===== src/rtl/pmic_fault_pkg.sv =====
// Summary of operation
// - monitored output going invalid sets its fault latch bit.
// - fault bit clears only on write-1 while that output is valid, or on soft reset.
// - writing 1 to soft reset bit returns all registers to defaults.
// - soft reset also pulses configuration memory reload and serial interface reset.
// - soft reset bit clears itself; reads of it return 0.
// - power-ok pin falling from active to inactive latches bit 7.
// - bit 6 is read-only, set while linear event register is nonzero.
// - bit 5 is read-only, set while switcher event register is nonzero.
// - external clock appearing or disappearing latches bit 4.
// - thermal shutdown latches bit 3, disables regulators, drives both outputs low.
// - no regulator enables while latched thermal shutdown flag is set.
// - thermal warning latches bit 2; live warning is reported elsewhere.
// - input overvoltage latches bit 1, disables regulators, drives outputs low.
// - new load current result latches bit 0.
// - host writes 1 to a latched top flag to clear it.
// - with fault gating selected, power-ok follows the fault latch register.
// - an output feeds power-ok and its fault latch only when monitored.
// - per-regulator event registers feed the two summary flags.
package pmic_fault_pkg;

    // register offsets
    localparam logic [7:0] FAULT_LATCH_ADDR  = 8'h17;
    localparam logic [7:0] SOFT_RESET_ADDR   = 8'h18;
    localparam logic [7:0] TOP_FLAGS_ADDR    = 8'h19;

    // fault latch field positions
    localparam int FAULT_SWITCHER_A_BIT      = 0;
    localparam int FAULT_SWITCHER_B_BIT      = 1;
    localparam int FAULT_LINEAR_A_BIT        = 2;
    localparam int FAULT_LINEAR_B_BIT        = 3;
    localparam int NUM_OUTPUTS               = 4;

    // soft reset command field
    localparam int SOFT_RESET_CMD_BIT        = 0;

    // top interrupt register field positions
    localparam int POWER_OK_DROP_BIT         = 7;
    localparam int LINEAR_SUMMARY_BIT        = 6;
    localparam int SWITCHER_SUMMARY_BIT      = 5;
    localparam int EXT_CLOCK_BIT             = 4;
    localparam int THERMAL_SHUTDOWN_BIT      = 3;
    localparam int THERMAL_WARNING_BIT       = 2;
    localparam int INPUT_OVERVOLTAGE_BIT     = 1;
    localparam int CURRENT_RESULT_BIT        = 0;

    // latched (write-1-to-clear) part of the top register
    localparam logic [7:0] TOP_LATCHED_MASK  = 8'h9F;

    // values after reset
    localparam logic [3:0] FAULT_LATCH_RESET = 4'h0;
    localparam logic [7:0] TOP_FLAGS_RESET   = 8'h00;
    localparam logic [7:0] READ_DATA_RESET   = 8'h00;
    localparam logic [3:0] REG_ENABLE_RESET  = 4'h0;

endpackage : pmic_fault_pkg


===== src/rtl/pmic_fault_interrupt_regs.sv =====
module pmic_fault_interrupt_regs (
    input  wire logic       sys_clk,
    input  wire logic       rst_n,
    input  wire logic       clk_en,
    // byte register port from the serial host interface
    input  wire logic [7:0] reg_addr,
    input  wire logic [7:0] reg_wdata,
    input  wire logic       reg_wr,
    input  wire logic       reg_rd,
    output logic      [7:0] reg_rdata,
    output logic            reg_rvalid,
    // per-output monitoring, bit order switcher a, switcher b, linear a, linear b
    input  wire logic [3:0] output_valid,
    input  wire logic [3:0] monitor_enable,
    input  wire logic       fault_gating_select,
    // per-regulator event registers kept outside
    input  wire logic [7:0] linear_event_register,
    input  wire logic [7:0] switcher_event_register,
    // event sources
    input  wire logic       ext_clock_present,
    input  wire logic       thermal_shutdown_live,
    input  wire logic       thermal_warning_live,
    input  wire logic       input_overvoltage_live,
    input  wire logic       current_result_ready,
    // enable requests from the sequencer
    input  wire logic [3:0] regulator_enable_req,
    input  wire logic       general_output_a_req,
    input  wire logic       general_output_b_req,
    // outputs
    output logic            power_ok_pin,
    output logic [3:0]      regulator_enable,
    output logic            general_output_a,
    output logic            general_output_b,
    output logic            otp_reload,
    output logic            host_if_reset,
    output logic            irq
);

    logic [3:0] fault_q;
    logic [3:0] fault_d;
    logic [7:0] top_q;
    logic [7:0] top_d;
    logic       soft_reset_q;
    logic       power_ok_q;
    logic       power_ok_d;
    logic       ext_clock_prev_q;
    logic [3:0] regulator_enable_q;
    logic       gpo_a_q;
    logic       gpo_b_q;
    logic [7:0] rdata_q;
    logic       rvalid_q;
    logic       irq_q;
    logic [7:0] top_value;
    logic [7:0] top_set;
    logic       wr_fault;
    logic       wr_soft_reset;
    logic       wr_top;
    logic       linear_summary;
    logic       switcher_summary;
    logic       trip_outputs;
    logic       history_valid_q;
    logic [3:0] fault_raise;
    logic [3:0] fault_kept;

    // write decode helper
    function automatic logic hit(input logic [7:0] addr, input logic [7:0] target);
        hit = (addr == target);
    endfunction : hit

    // register write strobes
    assign wr_fault      = reg_wr && hit(reg_addr, pmic_fault_pkg::FAULT_LATCH_ADDR);
    assign wr_soft_reset = reg_wr && hit(reg_addr, pmic_fault_pkg::SOFT_RESET_ADDR)
                           && reg_wdata[pmic_fault_pkg::SOFT_RESET_CMD_BIT];
    assign wr_top        = reg_wr && hit(reg_addr, pmic_fault_pkg::TOP_FLAGS_ADDR);

    // summary flags follow the event registers directly
    assign linear_summary   = |linear_event_register;
    assign switcher_summary = |switcher_event_register;

    // protection trip drops regulators and general outputs
    assign trip_outputs = thermal_shutdown_live || input_overvoltage_live
                          || top_q[pmic_fault_pkg::THERMAL_SHUTDOWN_BIT]
                          || top_q[pmic_fault_pkg::INPUT_OVERVOLTAGE_BIT];

    // fault latch next value, set wins over clear
    always_comb begin
        fault_d = fault_q;
        if (wr_fault) begin
            fault_d = fault_q & ~(reg_wdata[3:0] & output_valid);
        end
        fault_d = fault_d | (monitor_enable & ~output_valid);
    end

    // power-ok level, live or from the fault latch
    always_comb begin
        if (fault_gating_select) begin
            power_ok_d = ~|fault_q;
        end else begin
            power_ok_d = &(output_valid | ~monitor_enable);
        end
    end

    // top flag events this cycle
    always_comb begin
        top_set = 8'h00;
        top_set[pmic_fault_pkg::POWER_OK_DROP_BIT]     = power_ok_q && !power_ok_d;
        top_set[pmic_fault_pkg::EXT_CLOCK_BIT]         = history_valid_q && (ext_clock_present ^ ext_clock_prev_q);
        top_set[pmic_fault_pkg::THERMAL_SHUTDOWN_BIT]  = thermal_shutdown_live;
        top_set[pmic_fault_pkg::THERMAL_WARNING_BIT]   = thermal_warning_live;
        top_set[pmic_fault_pkg::INPUT_OVERVOLTAGE_BIT] = input_overvoltage_live;
        top_set[pmic_fault_pkg::CURRENT_RESULT_BIT]    = current_result_ready;
    end

    // top latched flags next value, set wins over clear
    always_comb begin
        top_d = top_q;
        if (wr_top) begin
            top_d = top_q & ~(reg_wdata & pmic_fault_pkg::TOP_LATCHED_MASK);
        end
        top_d = (top_d | top_set) & pmic_fault_pkg::TOP_LATCHED_MASK;
    end

    // value seen by a read of the top register
    always_comb begin
        top_value = top_q;
        top_value[pmic_fault_pkg::LINEAR_SUMMARY_BIT]   = linear_summary;
        top_value[pmic_fault_pkg::SWITCHER_SUMMARY_BIT] = switcher_summary;
    end

    // soft reset command pulse, one cycle, self clearing
    always_ff @(posedge sys_clk or negedge rst_n) begin
        if (!rst_n) begin
            soft_reset_q <= 1'b0;
        end else if (clk_en) begin
            soft_reset_q <= wr_soft_reset && !soft_reset_q;
        end
    end

    // fault latch register
    always_ff @(posedge sys_clk or negedge rst_n) begin
        if (!rst_n) begin
            fault_q <= pmic_fault_pkg::FAULT_LATCH_RESET;
        end else if (clk_en) begin
            if (soft_reset_q) begin
                fault_q <= pmic_fault_pkg::FAULT_LATCH_RESET;
            end else begin
                fault_q <= fault_d;
            end
        end
    end

    // top interrupt flags
    always_ff @(posedge sys_clk or negedge rst_n) begin
        if (!rst_n) begin
            top_q <= pmic_fault_pkg::TOP_FLAGS_RESET;
        end else if (clk_en) begin
            if (soft_reset_q) begin
                top_q <= pmic_fault_pkg::TOP_FLAGS_RESET;
            end else begin
                top_q <= top_d;
            end
        end
    end

    // power-ok pin and edge history
    always_ff @(posedge sys_clk or negedge rst_n) begin
        if (!rst_n) begin
            power_ok_q       <= 1'b0;
            ext_clock_prev_q <= 1'b0;
        end else if (clk_en) begin
            if (soft_reset_q) begin
                power_ok_q       <= 1'b0;
                ext_clock_prev_q <= ext_clock_present;
            end else begin
                power_ok_q       <= power_ok_d;
                ext_clock_prev_q <= ext_clock_present;
            end
        end
    end

    // clock history trusted only after one enabled edge, no false flag out of reset
    always_ff @(posedge sys_clk or negedge rst_n) begin
        if (!rst_n) begin
            history_valid_q <= 1'b0;
        end else if (clk_en) begin
            history_valid_q <= 1'b1;
        end
    end

    // regulator enables, refused while shut down or tripped
    always_ff @(posedge sys_clk or negedge rst_n) begin
        if (!rst_n) begin
            regulator_enable_q <= pmic_fault_pkg::REG_ENABLE_RESET;
        end else if (clk_en) begin
            if (soft_reset_q || trip_outputs) begin
                regulator_enable_q <= pmic_fault_pkg::REG_ENABLE_RESET;
            end else begin
                regulator_enable_q <= regulator_enable_req;
            end
        end
    end

    // general outputs driven low on protection trip
    always_ff @(posedge sys_clk or negedge rst_n) begin
        if (!rst_n) begin
            gpo_a_q <= 1'b0;
            gpo_b_q <= 1'b0;
        end else if (clk_en) begin
            if (soft_reset_q || trip_outputs) begin
                gpo_a_q <= 1'b0;
                gpo_b_q <= 1'b0;
            end else begin
                gpo_a_q <= general_output_a_req;
                gpo_b_q <= general_output_b_req;
            end
        end
    end

    // register read path, unmapped addresses read zero
    always_ff @(posedge sys_clk or negedge rst_n) begin
        if (!rst_n) begin
            rdata_q  <= pmic_fault_pkg::READ_DATA_RESET;
            rvalid_q <= 1'b0;
        end else if (clk_en) begin
            rvalid_q <= reg_rd && !soft_reset_q;
            if (reg_rd && !soft_reset_q) begin
                unique case (reg_addr)
                    pmic_fault_pkg::FAULT_LATCH_ADDR: rdata_q <= {4'h0, fault_q};
                    pmic_fault_pkg::SOFT_RESET_ADDR:  rdata_q <= 8'h00;
                    pmic_fault_pkg::TOP_FLAGS_ADDR:   rdata_q <= top_value;
                    default:                          rdata_q <= 8'h00;
                endcase
            end
        end
    end

    // interrupt line from any top flag
    always_ff @(posedge sys_clk or negedge rst_n) begin
        if (!rst_n) begin
            irq_q <= 1'b0;
        end else if (clk_en) begin
            irq_q <= |top_value && !soft_reset_q;
        end
    end

    // output ports straight from flops
    assign reg_rdata        = rdata_q;
    assign reg_rvalid       = rvalid_q;
    assign power_ok_pin     = power_ok_q;
    assign regulator_enable = regulator_enable_q;
    assign general_output_a = gpo_a_q;
    assign general_output_b = gpo_b_q;
    assign otp_reload       = soft_reset_q;
    assign host_if_reset    = soft_reset_q;
    assign irq              = irq_q;

    // assertion helpers: bits that must set, bits that no write may clear
    assign fault_raise = monitor_enable & ~output_valid;
    assign fault_kept  = fault_q & ~(output_valid & (wr_fault ? reg_wdata[3:0] : 4'h0));
endmodule : pmic_fault_interrupt_regs


===== config.mk =====
export PLATFORM = sky130hd
export DESIGN_NAME = pmic_fault_interrupt_regs
export DESIGN_NICKNAME = d
export VERILOG_FILES = /design/src/rtl/pmic_fault_pkg.sv /design/src/rtl/pmic_fault_interrupt_regs.sv
export SDC_FILE = /design/constraint.sdc
export NUM_CORES = 1
export LEC_CHECK = 0
export ABC_AREA = 1
export BUFFER_PORTS_ARGS = -buffer_cell sky130_fd_sc_hd__clkbuf_2
export CORE_UTILIZATION = 46
export DETAILED_ROUTE_END_ITERATION = 8
export GPL_TIMING_DRIVEN = 1
export PLACE_DENSITY_LB_ADDON = 0.3
export SLEW_MARGIN = 20
export SYNTH_ARGS = -nofsm -noshare
export SYNTH_HDL_FRONTEND = slang
export SYNTH_SLANG_ARGS = --single-unit

===== constraint.sdc =====
create_clock -name sys_clk -period 1.4 [get_ports sys_clk]
set_clock_uncertainty 0.2 [all_clocks]
set_input_delay 0.07 -clock sys_clk [delete_from_list [all_inputs] [get_ports sys_clk]]
set_output_delay 0.07 -clock sys_clk [all_outputs]
set_load 0.01 [all_outputs]

==> impl_metrics.yaml <==
layout:
  area_growth_pct: 72.7
  final_common_cell: "nand2_1"
  multi_input_area_um2: 816
  fin_cells: 419
  drive_gt1_share_pct: 30.3
  regArea_um2: 751
  diodes: 0
  num-fill-cells: 202
  layout_common_cells: "nand2_1 (93), clkbuf_2 (72), dlygate4sd3_1 (57)"
  nets: 429
power_and_ir_drop:
  ir_drop_mv: 0.745
  intPower_w: 0.00176
  p_sw_w: 0.000594
  power.density_nw_per_um2: 819
  pwr-share-seq_pct: 40.4
  p_leak_nw: 1.55
  combPwrFrac_pct: 20.7
  switching_share_pct: 25.2
  p_clk_share_pct: 38.9
sta:
  fin_crit_ns: 1.40
  rsz0062_at_grt: "yes"
  whs_ns: 0.0152
  report.final.setup_viol: 1
  hold_viol: 0
  fin_ws_ns: -0.00409
  period_share_pct: 100
  slew_viol_final: 0
  tightest_slew_ns: 0.375
  relSlewSlack_pct: 75.0
  fmax_mhz: 712
floorplanning:
  start_util_pct: 48.8
  die_w_um: 62.2
  die_y_um: 62.2
  io_pins: 76
  rows: 21
  fp.coreArea_um2: 3420
  die_area_um2: 3870
detailed_routing:
  initialDrtViolationCount: 135
  ant_nets: 0
  drc: 0
  vias: 2175
  first_pass_iters: 4
  wire_per_inst_um: 14.3
  wl_um: 6000
  vias_per_cell: 5.19
global_routing:
  track_usage_pct: 32.8
  overflow: 0
  first_global_vias: 2156
  grt_max_degree: 31
  antenna_found_initial: 0
  grt_pass1_wl_um: 9630
clock_tree:
  insertion_delay_ns: 0.34
  h-tree-depth: 2
  cts_buffers: 5
  cts_sinks: 30
  clkSlewWorstSetupHoldPaths_ns: 0.10
  cts.path.max_buffers: 2
  root_buffer: "clkbuf_4"
  cts_tree: "built"
setup_path:
  worstPathRequired_ns: 1.48
  worstPathArrival_ns: 1.48
  start_kind: "input pin"
  endpoint_kind: "flop"
  worstPathMaxFanout: 1
  worstSetupPathType: "input pin to flop"
place:
  port_buffers: 73
  place_ws_ns: 0.0359
  hpwl_um: 3200
  dp_cells: 349
  place.gp.congestion: 0.884
synthesis:
  ys_warn_count: 0
  synthCells: 228
  synth_cell_types: 23
  avgSynthCellArea_um2: 7.31
  ys_ff_latch: 30
  ys_seq_area_share_pct: 45.0
  syn_nets: 285
  synth_area_um2: 1670
outcome:
  status: "finished with violations"
  violations: "negative setup slack"
min_path:
  hold_class: "input pin to flop"
flow_run:
  drv_cap: 0
==> Yosys cell counts <==
master     n  area, µm²
o211ai_2   3       37.5
nor2_2     1       6.26
nand4_1   14       87.6
nand2_1   93        349
nor2_4     4       45.0
o21ai_0    1       5.00
dfrtp_1   30        751
clkbuf_1   2       7.51
nand3_4    1       17.5
buf_6      1       11.3
inv_1     20       75.1
clkinv_1   1       3.75
buf_4      2       15.0
o21ai_1   11       55.1
inv_2      3       11.3
o22ai_1    1       6.26
nand2_2    1       6.26
nor3_1     3       15.0
a21boi_0   1       7.51
nor2_1    17       63.8
buf_2      2       10.0
a21oi_1    4       20.0
nand3_1   12       60.1
==> path summary, 6_finish.rpt <==
kind / to / start / cells after the start / slack (ns)
max: regulator_enable[0] / regulator_enable_req[0] / 5 / -0.004
min: reg_rdata[2] / clk_en / 6 / 0.02
max reg2reg: host_if_reset / host_if_reset / 4 / 0.03
min reg2reg: history_valid_q / history_valid_q / 2 / 0.26
max in group asynchronous: reg_rdata[1] / rst_n / 3 / 0.62
min in group asynchronous: top_q[3] / rst_n / 3 / 0.09
==> what timing repair did <==
item | 4_1_cts | 5_1_grt
setup endpoints to repair | 0 | 20
hold buffers | 58 | 0
setup buffers | 0 | 5
resized for setup | 0 | 10
endpoints found under the hold margin | 58 | 0
==> critical path, stage by stage <==
cell	delay [ns]
dlygate4sd3_1	0.56
clkbuf_2	0.12
nand2_1	0.04
dlygate4sd3_1	0.56
o21ai_1	0.13
==> kinds of logic (layout without fill, tap and decap cells) <==
| family | after synthesis | after routing | synth area share (%) |
|---|---|---|---|
| compound gates | 21 | 21 | 7.88 |
| simple gates | 146 | 146 | 39.0 |
| flops | 30 | 30 | 45.0 |
| buf+inv | 31 | 176 | 8.03 |
==> sequential cells by signal, indices dropped and copies added, names as in the netlist <==
register	cells
irq	1
fault_q	4
reg_rdata	8
regulator_enable	4
general_output_a	1
host_if_reset	1
history_valid_q	1
reg_rvalid	1
general_output_b	1
power_ok_pin	1
ext_clock_prev_q	1
top_q	6
==> layout make-up <==
class,count,share of cell area [%]
Clock buffer,6,1.78
Tap cell,46,2.00
Inverter,24,3.13
Sequential cell,30,26.1
Timing Repair Buffer,144,36.6
Clock inverter,2,2.09
Multi-Input combinational cell,167,28.3
==> layer usage <==
metal / share of wire, % / global-route usage (%) / up-vias
li1: - / - / 1019
met5: 0 / 0 / -
met3: 7.0 / 9.93 / 34
met2: 52 / 57.6 / 125
met4: 3.9 / 18.0 / 0
met1: 37 / 34.9 / 997
==> power groups by stage <==
stage | Sequential (W) | Clock [W] | Combinational [W]
after detailed placement | 0.000965 | 0 | 0.000320
after CTS | 0.000949 | 0.000928 | 0.000446
final | 0.000951 | 0.000917 | 0.000488
after global routing | 0.000956 | 0.000984 | 0.000535
after global placement | 0.000964 | 0 | 0.000312
after floorplan | 0.000959 | 0 | 0.000161
==> per-stage QoR <==
stage	setup TNS, ns	total power, W	area [µm²]	util (%)
after floorplan	0	0.00112	1670	-
after global placement	0	0.00128	2110	61.9
after detailed placement	0	0.00129	2110	61.9
after CTS	0	0.00232	2810	82.1
after global routing	-0.0416	0.00248	2880	84.2
final	-0.00409	0.00236	2880	84.2
Power figures use the tool's default switching activity.
